===== src/ste_pkg.sv =====
package ste_pkg;

  // ==========================================================
  // register map, byte addresses on the apb port
  localparam logic [11:0] OFF_WORD0 = 12'h000;
  localparam logic [11:0] OFF_WORD1 = 12'h004;
  localparam logic [11:0] OFF_WORD2 = 12'h008;
  localparam logic [11:0] OFF_CAPS  = 12'h00c;
  localparam logic [11:0] OFF_STAT  = 12'h010;

  // ==========================================================
  // stream table entry field positions (bit index in the entry)
  localparam int V_BIT   = 0;
  localparam int CFG_LO  = 1;
  localparam int FMT_LO  = 4;
  localparam int PTR_LO  = 6;
  localparam int PTR_HI  = 51;
  localparam int MAX_LO  = 59;
  localparam int DSS_LO  = 64;

  // ==========================================================
  // capability / control register fields and reset value
  localparam int CAP_S1P    = 0;
  localparam int CAP_S2P    = 1;
  localparam int CAP_TWO_LEVEL_CD_SUPPORT   = 2;
  localparam int CAP_CHK    = 3;
  localparam int CAP_SEC    = 4;
  localparam int CAP_SSW_LO = 5;
  localparam logic [31:0] CAP_RST = 32'h0000_0287;

  // ==========================================================
  // encodings
  localparam logic [2:0] CFG_BYPASS = 3'h4;
  localparam logic [1:0] FMT_LINEAR = 2'h0;
  localparam logic [1:0] FMT_4K     = 2'h1;
  localparam logic [1:0] FMT_64K    = 2'h2;
  localparam logic [1:0] DSS_TERM   = 2'h0;
  localparam logic [1:0] DSS_BYP    = 2'h1;
  localparam logic [1:0] DSS_SS0    = 2'h2;

  // ==========================================================
  // descriptor table geometry and reset synchroniser depth
  localparam int CD_LOG2     = 6;
  localparam int L1E_LOG2    = 3;
  localparam int LEAF4K_LOG  = 6;
  localparam int LEAF64K_LOG = 10;
  localparam int RST_STAGES  = 2;

  typedef enum logic [1:0] {
    KIND_PLAIN, KIND_ATS_REQ, KIND_TRANSL
  } kind_e;

  typedef enum logic [1:0] {
    OUT_PASS, OUT_ABORT, OUT_UR
  } outcome_e;

  typedef enum logic [2:0] {
    EV_NONE, EV_BAD_ENTRY, EV_BAD_SUBSTREAM, EV_STREAM_DISABLED,
    EV_BAD_ATS_REQ, EV_TRANSL_FORBIDDEN, EV_S1_ADDR_SIZE
  } event_e;

endpackage


===== src/stream_entry_decode.sv =====
//
// Behaviour
// - valid bit clear means entry invalid
// - forbidden field combinations act as invalid
// - stage-two off ignores stage-two fields
// - stage-one off ignores stage-one fields
// - decode config: abort, bypass, s1, s2, both
// - stage one absent forbids stage-one translate
// - stage two absent or secure forbids s2
// - bypass denies ats, flags translated traffic
// - config zero: ats gets UR, no event
// - linear table indexed by low substream bits
// - 4KB leaves, 64 descriptors, bits [5:0]
// - 64KB leaves, 1024 descriptors, bits [9:0]
// - reserved format acts as linear
// - no two-level support forbids two-level format
// - stage one off rejects substream transactions
// - zero substream width rejects substream ids
// - zero count: one descriptor, reject substreams
// - substream outside span aborts with event
// - count above width is forbidden
// - descriptor address from pointer, ipa if s2
// - default terminate aborts substream-less traffic
// - default bypass skips stage one
// - default zero uses descriptor zero
//
// The register addresses and the APB slave port are this design's own decisions.
`timescale 1ns/1ps
`default_nettype none

module stream_entry_decode #(
  parameter int SSID_W = 20
) (
  input  wire logic               sys_clk,
  input  wire logic               reset_n,
  input  wire logic               psel,
  input  wire logic               penable,
  input  wire logic               pwrite,
  input  wire logic [11:0]        paddr,
  input  wire logic [31:0]        pwdata,
  output logic      [31:0]        prdata,
  output logic                    pready,
  output logic                    pslverr,
  input  wire logic               req_valid,
  input  wire ste_pkg::kind_e     req_kind,
  input  wire logic               req_has_ssid,
  input  wire logic [SSID_W-1:0]  req_ssid,
  input  wire logic               req_addr_over_ias,
  output logic                    rsp_valid,
  output ste_pkg::outcome_e       rsp_outcome,
  output ste_pkg::event_e         rsp_event,
  output logic                    rsp_stage1,
  output logic                    rsp_stage2,
  output logic                    rsp_cd_fetch,
  output logic                    rsp_cd_ipa,
  output logic                    rsp_cd_two_level,
  output logic      [51:0]        rsp_cd_addr,
  output logic      [15:0]        rsp_leaf_off
);

  logic        rst_n;
  logic [31:0] word0_r, word1_r, word2_r, caps_r;
  logic [95:0] entry;
  logic        v, s1p, s2p, two_level_cd_support, chk, secure, ss_on;
  logic [2:0]  cfg;
  logic [1:0]  fmt, dss;
  logic [4:0]  cdmax, ssw;
  logic        bad_s1, bad_s2, bad_fmt, bad_max, illegal;
  logic        ssid_out;
  logic [SSID_W-1:0] idx_ssid;
  logic [51:0] loc_addr;
  logic        loc_two;
  logic [15:0] loc_leaf;
  logic        apb_wr;
  logic [31:0] rd_data;
  logic        rd_err;
  ste_pkg::outcome_e out_nxt;
  ste_pkg::event_e   ev_nxt;
  logic        st1_nxt, st2_nxt;

  // ==========================================================
  // reset release
  reset_release u_rst (
    .sys_clk    (sys_clk),
    .reset_n    (reset_n),
    .rst_n_sync (rst_n)
  );

  // ==========================================================
  // apb slave: one access cycle, read data registered in setup
  assign apb_wr = psel && penable && pready && pwrite;

  // entry words and capability bits written only at access edge
  always_ff @(posedge sys_clk or negedge rst_n) begin
    if (!rst_n) begin
      word0_r <= 32'h0;
      word1_r <= 32'h0;
      word2_r <= 32'h0;
      caps_r  <= ste_pkg::CAP_RST;
    end else if (apb_wr) begin
      case (paddr)
        ste_pkg::OFF_WORD0: word0_r <= pwdata;
        ste_pkg::OFF_WORD1: word1_r <= pwdata;
        ste_pkg::OFF_WORD2: word2_r <= pwdata;
        ste_pkg::OFF_CAPS:  caps_r  <= pwdata;
        default: ;
      endcase
    end
  end

  // read mux; status is read-only and a write to it is dropped
  always_comb begin
    rd_err  = 1'b0;
    rd_data = 32'h0;
    case (paddr)
      ste_pkg::OFF_WORD0: rd_data = word0_r;
      ste_pkg::OFF_WORD1: rd_data = word1_r;
      ste_pkg::OFF_WORD2: rd_data = word2_r;
      ste_pkg::OFF_CAPS:  rd_data = caps_r;
      ste_pkg::OFF_STAT:  rd_data = {25'h0, rsp_event, rsp_outcome,
                                     !illegal, rsp_valid};
      default:            rd_err  = 1'b1;
    endcase
  end

  // pready rises in setup so no wait states; error only on unmapped
  always_ff @(posedge sys_clk or negedge rst_n) begin
    if (!rst_n) begin
      pready  <= 1'b0;
      pslverr <= 1'b0;
      prdata  <= 32'h0;
    end else begin
      pready  <= psel && !penable;
      pslverr <= psel && !penable && rd_err;
      prdata  <= (psel && !penable && !pwrite) ? rd_data : 32'h0;
    end
  end

  // ==========================================================
  // entry fields and validity
  always_comb begin
    entry   = {word2_r, word1_r, word0_r};
    v       = entry[ste_pkg::V_BIT];
    cfg     = entry[ste_pkg::CFG_LO +: 3];
    fmt     = entry[ste_pkg::FMT_LO +: 2];
    cdmax   = entry[ste_pkg::MAX_LO +: 5];
    dss     = entry[ste_pkg::DSS_LO +: 2];
    s1p     = caps_r[ste_pkg::CAP_S1P];
    s2p     = caps_r[ste_pkg::CAP_S2P];
    two_level_cd_support    = caps_r[ste_pkg::CAP_TWO_LEVEL_CD_SUPPORT];
    chk     = caps_r[ste_pkg::CAP_CHK];
    secure  = caps_r[ste_pkg::CAP_SEC];
    ssw     = caps_r[ste_pkg::CAP_SSW_LO +: 5];
    // stage-one fields only count while stage one translates
    ss_on   = cfg[2] && cfg[0] && cdmax != 5'h0 && ssw != 5'h0;
    bad_s1  = cfg[2] && cfg[0] && !s1p;
    bad_s2  = cfg[2] && cfg[1] && (!s2p || secure);
    bad_fmt = ss_on && !two_level_cd_support && (fmt == ste_pkg::FMT_4K ||
                                 fmt == ste_pkg::FMT_64K);
    bad_max = cfg[2] && cfg[0] && cdmax > ssw;
    // any forbidden combination collapses onto invalid
    illegal = !v || bad_s1 || bad_s2 || bad_fmt || bad_max;
    ssid_out = (req_ssid >> cdmax) != '0;
    idx_ssid = (req_has_ssid) ? req_ssid : '0;
  end

  // descriptor locator; stage-two fields are never decoded
  cd_locate #(
    .SSID_W (SSID_W)
  ) u_loc (
    .base      (entry[ste_pkg::PTR_HI:ste_pkg::PTR_LO]),
    .fmt       (fmt),
    .cdmax     (cdmax),
    .ssid      (idx_ssid),
    .addr      (loc_addr),
    .two_level (loc_two),
    .leaf_off  (loc_leaf)
  );

  // ==========================================================
  // outcome decision, highest priority first
  always_comb begin
    out_nxt = ste_pkg::OUT_ABORT;
    ev_nxt  = ste_pkg::EV_NONE;
    st1_nxt = 1'b0;
    st2_nxt = 1'b0;
    if (illegal) begin
      // ats gets UR, checked translated aborts quietly
      if (req_kind == ste_pkg::KIND_ATS_REQ) begin
        out_nxt = ste_pkg::OUT_UR;
      end else if (!(req_kind == ste_pkg::KIND_TRANSL && chk)) begin
        ev_nxt = ste_pkg::EV_BAD_ENTRY;
      end
    end else if (!cfg[2]) begin
      // abort without event; ats completes UR
      if (req_kind == ste_pkg::KIND_ATS_REQ) begin
        out_nxt = ste_pkg::OUT_UR;
      end
    end else if (cfg == ste_pkg::CFG_BYPASS &&
                 req_kind == ste_pkg::KIND_ATS_REQ) begin
      ev_nxt = ste_pkg::EV_BAD_ATS_REQ;
    end else if (cfg == ste_pkg::CFG_BYPASS && chk &&
                 req_kind == ste_pkg::KIND_TRANSL) begin
      ev_nxt = ste_pkg::EV_TRANSL_FORBIDDEN;
    end else if (!cfg[0]) begin
      if (req_has_ssid) begin
        ev_nxt = ste_pkg::EV_BAD_SUBSTREAM;
      end else begin
        out_nxt = ste_pkg::OUT_PASS;
        st2_nxt = cfg[1];
      end
    end else if (req_has_ssid &&
                 (ssw == 5'h0 || cdmax == 5'h0)) begin
      ev_nxt = ste_pkg::EV_BAD_SUBSTREAM;
    end else if (req_has_ssid && ssid_out) begin
      ev_nxt = ste_pkg::EV_BAD_SUBSTREAM;
    end else if (req_has_ssid && dss == ste_pkg::DSS_SS0 &&
                 req_ssid == '0) begin
      ev_nxt = ste_pkg::EV_STREAM_DISABLED;
    end else if (req_has_ssid || !ss_on ||
                 dss == ste_pkg::DSS_SS0) begin
      out_nxt = ste_pkg::OUT_PASS;
      st1_nxt = 1'b1;
      st2_nxt = cfg[1];
    end else if (dss == ste_pkg::DSS_BYP) begin
      // stage one skipped, no descriptor fetched
      if (req_addr_over_ias) begin
        ev_nxt = ste_pkg::EV_S1_ADDR_SIZE;
      end else begin
        out_nxt = ste_pkg::OUT_PASS;
        st2_nxt = cfg[1];
      end
    end else if (req_kind != ste_pkg::KIND_ATS_REQ) begin
      ev_nxt = ste_pkg::EV_STREAM_DISABLED;
    end
  end

  // ==========================================================
  // one registered answer per request
  always_ff @(posedge sys_clk or negedge rst_n) begin
    if (!rst_n) begin
      rsp_valid   <= 1'b0;
      rsp_outcome <= ste_pkg::OUT_ABORT;
      rsp_event   <= ste_pkg::EV_NONE;
      rsp_stage1  <= 1'b0;
      rsp_stage2  <= 1'b0;
    end else begin
      rsp_valid <= req_valid;
      if (req_valid) begin
        rsp_outcome <= out_nxt;
        rsp_event   <= ev_nxt;
        rsp_stage1  <= st1_nxt;
        rsp_stage2  <= st2_nxt;
      end
    end
  end

  // descriptor location is only meaningful when stage one runs
  always_ff @(posedge sys_clk or negedge rst_n) begin
    if (!rst_n) begin
      rsp_cd_fetch     <= 1'b0;
      rsp_cd_ipa       <= 1'b0;
      rsp_cd_two_level <= 1'b0;
      rsp_cd_addr      <= 52'h0;
      rsp_leaf_off     <= 16'h0;
    end else if (req_valid) begin
      rsp_cd_fetch     <= st1_nxt && out_nxt == ste_pkg::OUT_PASS;
      rsp_cd_ipa       <= cfg[1];
      rsp_cd_two_level <= loc_two && ss_on;
      rsp_cd_addr      <= loc_addr;
      rsp_leaf_off     <= loc_leaf;
    end
  end
endmodule

`default_nettype wire


===== src/reset_release.sv =====
`timescale 1ns/1ps
`default_nettype none

module reset_release (
  input  wire logic sys_clk,
  input  wire logic reset_n,
  output logic      rst_n_sync
);

  logic [ste_pkg::RST_STAGES-1:0] stage_r;

  // ==========================================================
  // assert at once, release after two clean edges
  always_ff @(posedge sys_clk or negedge reset_n) begin
    if (!reset_n) begin
      stage_r <= '0;
    end else begin
      stage_r <= {stage_r[ste_pkg::RST_STAGES-2:0], 1'b1};
    end
  end

  assign rst_n_sync = stage_r[ste_pkg::RST_STAGES-1];

endmodule

`default_nettype wire


===== src/cd_locate.sv =====
`timescale 1ns/1ps
`default_nettype none

module cd_locate #(
  parameter int SSID_W = 20
) (
  input  wire logic [51:6]       base,
  input  wire logic [1:0]        fmt,
  input  wire logic [4:0]        cdmax,
  input  wire logic [SSID_W-1:0] ssid,
  output logic      [51:0]       addr,
  output logic                   two_level,
  output logic      [15:0]       leaf_off
);

  // mask of the n low address bits; n never exceeds 63
  function automatic logic [63:0] low_mask(input logic [6:0] n);
    low_mask = (64'h1 << n) - 64'h1;
  endfunction

  logic [63:0] base64;
  logic [63:0] idx64;
  logic [63:0] sum64;
  logic [6:0]  align;

  // ==========================================================
  // first fetch address: linear slot or level-one pointer slot
  always_comb begin
    base64    = {12'h0, base, 6'h0};
    idx64     = {{(64-SSID_W){1'b0}}, ssid};
    two_level = 1'b0;
    leaf_off  = 16'h0;
    align     = 7'(cdmax) + 7'(ste_pkg::CD_LOG2);
    sum64     = (base64 & ~low_mask(align))
              | (idx64 << ste_pkg::CD_LOG2);
    if (cdmax == 5'h0) begin
      sum64 = base64;
    end else if (fmt == ste_pkg::FMT_4K) begin
      two_level = 1'b1;
      // leaf pointer low 12 bits are dropped by using only this offset
      leaf_off  = 16'({ssid[ste_pkg::LEAF4K_LOG-1:0], 6'h0});
      align     = (cdmax > 5'd9) ? 7'(cdmax) - 7'd3 : 7'd6;
      idx64     = (cdmax > 5'd6) ? idx64 >> ste_pkg::LEAF4K_LOG : 64'h0;
      sum64     = (base64 & ~low_mask(align))
                | (idx64 << ste_pkg::L1E_LOG2);
    end else if (fmt == ste_pkg::FMT_64K) begin
      two_level = 1'b1;
      leaf_off  = {ssid[ste_pkg::LEAF64K_LOG-1:0], 6'h0};
      align     = (cdmax > 5'd13) ? 7'(cdmax) - 7'd7 : 7'd6;
      idx64     = (cdmax > 5'd10) ? idx64 >> ste_pkg::LEAF64K_LOG : 64'h0;
      sum64     = (base64 & ~low_mask(align))
                | (idx64 << ste_pkg::L1E_LOG2);
    end
    // the reserved format falls through to the linear layout
    addr = sum64[51:0];
  end

endmodule

`default_nettype wire


===== config.mk =====
export PLATFORM = sky130hd
export DESIGN_NAME = stream_entry_decode
export DESIGN_NICKNAME = d
export VERILOG_FILES = /design/src/ste_pkg.sv /design/src/stream_entry_decode.sv /design/src/reset_release.sv /design/src/cd_locate.sv
export SDC_FILE = /design/constraint.sdc
export NUM_CORES = 1
export LEC_CHECK = 0
export ABC_AREA = 1
export BUFFER_PORTS_ARGS = -buffer_cell sky130_fd_sc_hd__buf_4
export CAP_MARGIN = 40
export CORE_ASPECT_RATIO = 0.9
export CORE_MARGIN = 3
export CORE_UTILIZATION = 25
export DETAILED_ROUTE_END_ITERATION = 6
export PLACE_DENSITY_LB_ADDON = 0.08
export SYNTH_ARGS = -nofsm -noshare
export SYNTH_HDL_FRONTEND = slang
export SYNTH_SLANG_ARGS = --single-unit

===== constraint.sdc =====
create_clock -name sys_clk -period 7.52 [get_ports sys_clk]
set_input_delay 1.128 -clock sys_clk [delete_from_list [all_inputs] [get_ports sys_clk]]
set_output_delay 1.128 -clock sys_clk [all_outputs]
set_load 0.02 [all_outputs]

* Word-level counts from Yosys, hierarchy flattened
Cells that the tools add are included.
Storage, ports and cells: flip-flop bits (word level) 243, latch bits 0, memory bits (writable) 0, ROM bits 0, output and inout bits 113, memories 0
Cells by class: $add $sub $neg 6, multipliers 0, div/mod/pow operators 0, magnitude comparators 5, equal/unequal tests 12, shift-type cells 4, mux-type cells 66, bitwise operators 9, reduce and logical (&&, ||, !) cells 55
Operators by type and width (number):
- $pmux W32 S5 | 1
- $and A52 B52 Y52 | 3
- $mux W52 | 3
- $not A52 Y52 | 3
- $shl A1 B7 Y52 const A | 3
- $sub A52 B1 Y52 const B | 3
- $or A52 B52 Y52 | 2
- $or A52 B26 Y52 | 1
- $mux W16 | 3
- $mux W1 | 34
- $mux W3 | 11
- $mux W32 | 1
- $logic_and A1 B1 Y1 | 25
- $eq A12 B4 Y1 const B | 2
- $logic_not A20 Y1 | 1
- $mux W20 | 1
- $reduce_bool A20 Y1 | 1
- $shr A20 B5 Y20 | 1
- $mux W2 | 8
- $gt A5 B4 Y1 const B | 3
- $mux W14 | 1
- $mux W7 | 2
- $eq A12 B3 Y1 const B | 1
- $eq A12 B5 Y1 const B | 1
- other kinds (18) | 42

* Longest topological paths before layout
depth after elaboration 17, depth in mapped cells 23, depth with buffers taken out 21

* By module
A second synthesis with hierarchy kept.
Unflattened totals: cells, all modules 2149, area, all modules 14810.5 um^2
By module, submodules not included:
- stream_entry_decode | instances 1, cells each 1240, area an instance 10448.8 um^2, seq. area each 6038.3 um^2
- cd_locate | instances 1, cells each 906, area an instance 4307.9 um^2, seq. area each 0.0 um^2
- reset_release | instances 1, cells each 3, area an instance 53.8 um^2, seq. area each 50.0 um^2

* Worst setup path before layout
No wires, ideal clock.
path type input port to flip-flop, start in paddr[5], end reg word2_r[10], library setup time 0.131 ns, arrival 2.698 ns, path slack 4.691 ns, cell stages on the path 8, cells stage by stage or4_1 nor2_1 nand2_1 nor2_2 nand2_1 clkbuf_1 nand2_1 o21ai_0
On the way: longest elaborated chain between the ends 2
RTL lines:
- start, declared | RTL line stream_entry_decode.sv:39 | input wire logic [11:0] paddr,
- $eq A12 B4 Y1 | RTL line stream_entry_decode.sv:101 | case (paddr)
- $reduce_and A2 Y1 (no source line)
- end signal, assigned | RTL line stream_entry_decode.sv:104 | ste_pkg::OFF_WORD2: word2_r <= pwdata;
- end, declared | RTL line stream_entry_decode.sv:62 | logic [31:0] word0_r, word1_r, word2_r, caps_r;
Every way passes these cells. A chain may end at the register's enable or synchronous reset.

* Worst setup path after layout
start reg word1_r[27], end reg rsp_cd_addr[8]
On the way: longest elaborated chain between the ends 10, elaborated cells on any way between the ends 30, classes of those cells add/sub: 6; order compare: 4; shift: 3; mux: 7; bitwise: 9; reduce/logical: 1
RTL lines:
- start, declared | RTL line stream_entry_decode.sv:62
- start signal, assigned | RTL line stream_entry_decode.sv:103 | ste_pkg::OFF_WORD1: word1_r <= pwdata;
- $sub A5 B3 Y6 / $gt A5 B4 Y1 (equally long branches) | RTL line cd_locate.sv:49 | align = (cdmax > 5'd13) ? 7'(cdmax) - 7'd7 : 7'd6;
- $mux W7 | RTL line cd_locate.sv:49
- $shl A1 B7 Y52 | RTL line cd_locate.sv:18 | low_mask = (64'h1 << n) - 64'h1;
- $sub A52 B1 Y52 | RTL line cd_locate.sv:18
- $not A52 Y52 | RTL line cd_locate.sv:51 | sum64 = (base64 & ~low_mask(align))
- $and A52 B52 Y52 | RTL line cd_locate.sv:51
- $or A52 B52 Y52 | RTL line cd_locate.sv:52 | | (idx64 << ste_pkg::L1E_LOG2);
- $mux W52 | RTL line cd_locate.sv:46 | end else if (fmt == ste_pkg::FMT_64K) begin
- $mux W52 | RTL line cd_locate.sv:38 | end else if (fmt == ste_pkg::FMT_4K) begin
- $mux W52 * | RTL line cd_locate.sv:36 | if (cdmax == 5'h0) begin
- end signal, assigned | RTL line stream_entry_decode.sv:270 | rsp_cd_addr <= loc_addr;
- end, declared | RTL line stream_entry_decode.sv:57 | output logic [51:0] rsp_cd_addr,
Every way passes the cells marked *; elsewhere a longest branch is shown, timed or not.

==> flow_summary.toml <==
[die]
die_area_um2 = 58600
start_util_pct = 25.4
die_w_um = 255
chipHeight_um = 230
ios = 187
rows = 81
fp.coreArea_um2 = 54700

[synth]
yosysUniqueCellTypes = 54
syn_area_um2 = 13900
syn_avg_cell_area_um2 = 7.08
yosysWarnings = 0
ys_async_sr_fraction_pct = 100
syn_inst = 1967
synth_edf_count = 0
seq_area_frac_synth_pct = 42.1
synth-seq-cells = 234
synth_flop_cell = "dfrtp_1"

[critical_path]
worstPathMaxFanout = 23
worstSetupEndpointType = "register"
path_common_cell = "nand2_1"
r2r_cells = 16
critical-path-slowest-cell = "ha_1"
cp.arrival_ns = 4.27
worst-setup-path-type = "reg -> reg"
path_cells = "buf_4 -> ha_1 -> nor2_1 -> nor2_4 -> inv_1 -> nor2_1 -> inv_1 -> nor3_1 -> nand3_1 -> nand2_1 -> nor2_1 -> nand2_1 -> nand2_1 -> a21oi_1 -> nand2_1 -> nand2_1"
max_stage_delay_ns = 0.44
crit_path_start_kind = "register"
cp.required_ns = 8.04

[clock_network]
htreeDepth = 1
clk_pin_slew_worst_paths_ns = 0.06
cts_tree = "built"
postCtsSetupRepairBufs = 0
cts_resized = 0
cts_buffers = 29
cts.sinks = 234
clk_path_buf_depth = 3
cts_hold_buffers = 0
cts-root-buf = "clkbuf_16"
clock_latency_ns = 0.58

[global_route]
grt_start_max_net_pins = 113
grt_pass1_vias = 13548
grt_pass1_wl_mm = 91.4
antenna_found_initial = 1
overflow = 0
grt_usage_pct = 20.9

[placement]
hpwl_mm = 46.4
gp_congestion = 0.899
io_buffers = 177

[sta]
fmax_mhz = 266
setup_viol = 0
finClkSkew_ns = 0.0132
fin_crit_sh_pct = 49.9
layout_min_cycle_time_ns = 3.75
rsz0062_at_grt = "false"
tightestPinTransition_ns = 0.849
hold_viol_final = 0
worst_slew_margin_rel_pct = 43.2
tns_ns = 0
slew_viol_final = 0

[status]
status = "completed"

[cells_and_area]
drive_above_1_share_pct = 15.5
nets = 2202
final_cell_mix = "nand2_1 (658), dfrtp_1 (227), buf_4 (196), o21ai_0 (192), inv_1 (177)"
final_util_pct = 31.0
area_growth_pct = 21.8
final_common_cell = "nand2_1"
nFillCells = 6010

[routing]
ant_nets = 0
drc = 0
drt_iter0_markers = 1279
wl_per_cell_um = 21.8
drt_wl_total_mm = 62.0
drtPass1Iterations = 6
vias = 14062
via_per_inst = 4.95

[hold_path]
hp-class = "reg -> async"

[flow_run]
max_cap_violations = 0

[power]
power.ir.vdd_worst_uv = 153
power_density_nw_per_um2 = 169
leakage_uw = 0.00816
[cell type report]
cell class / count / area [µm²] / area share, %
tap: 705 / 882 / 5.20
multi-input combinational: 1453 / 6900 / 40.7
antenna: 1 / 2.50 / 0.0148
clock inverter: 9 / 114 / 0.672
sequential: 234 / 5870 / 34.6
inverter: 192 / 721 / 4.25
clock buffer: 45 / 876 / 5.17
timing repair buffer: 202 / 1590 / 9.38
[layer usage]
layer	vias up	global-route usage, %	wire length [µm]	share of wire [%]
li1	6729	-	-	-
met1	6787	31.2	30300	49
met2	459	31.0	26400	43
met3	87	2.85	3250	5.2
met4	0	6.72	2130	3.4
met5	-	0	0	0
[synth_stat cells (22+ instances only)]
| library cell | count | share of area [%] |
|---|---|---|
| a21oi_1 | 49 | 1.8 |
| a31oi_1 | 24 | 1.1 |
| a41oi_1 | 22 | 1.4 |
| clkbuf_1 | 57 | 1.5 |
| dfrtp_1 | 228 | 41 |
| inv_1 | 177 | 4.8 |
| nand2_1 | 662 | 18 |
| nand3_1 | 166 | 6.0 |
| nand4_1 | 25 | 1.1 |
| nor2_1 | 126 | 3.4 |
| o21ai_0 | 192 | 6.9 |
| o21ai_1 | 26 | 0.93 |
[report_power, final]
group / internal [µW] / switching, µW
Clock: 869 / 575
Sequential: 1260 / 7.96
Combinational: 45.5 / 99.7
[flip-flops by register name, indices dropped and copies added (netlist names), 3 cells and up]
name and count:
word2_r 32, prdata 32, rsp_cd_addr 49, caps_r 32, rsp_leaf_off 10, word1_r 32
word0_r 32, rsp_event 3
[stage by stage]
stage	instances	setup slack [ns]	hold WS, ns	area (µm²)	total power, µW
after global placement	2781	3.45	0.337	15900	1440
after floorplan	1975	0.527	0.331	14000	1360
after global routing	2840	3.49	0.298	17000	2970
after CTS	2840	3.84	0.281	17000	2910
final	2841	3.77	0.306	17000	2860
after detailed placement	2786	3.66	0.339	16000	1440
[logic make-up (layout without fill, tap and decap cells)]
logic type	after synthesis	in the layout	synth area share [%]
xor+xnor	2	2	0.126
fa+ha+maj	16	16	1.44
flops	234	234	42.1
buf+inv	288	448	8.63
compound gates	358	358	14.7
mux	1	1	0.0719
simple gates	1066	1066	32.9
other cells	2	11	0.0539
[critical path: cells and delay by family, from the launching register on]
| family | cells | cell delay (ns) |
|---|---|---|
| adders and majority gates | 1 | 0.44 |
| DFF | 1 | 0.36 |
| buffers and inverters | 3 | 0.79 |
| and+or+nand+nor | 11 | 1.94 |
| AOI/OAI and AO/OA | 1 | 0.14 |
[worst paths after layout]
path,slack (ns),startpoint,to
min in group sys_clk,0.35,u_rst.stage_r[0],u_rst.stage_r[1]
worst max-delay path,3.77,word1_r[27],rsp_cd_addr[8]
worst min register to register,0.31,u_rst.stage_r[1],pready
worst min-delay path,0.31,u_rst.stage_r[1],pready
max in group asynchronous,5.75,u_rst.stage_r[1],rsp_cd_addr[30]
worst max register to register,3.77,word1_r[27],rsp_cd_addr[8]
No activity file was read; power rests on OpenSTA's default activity.
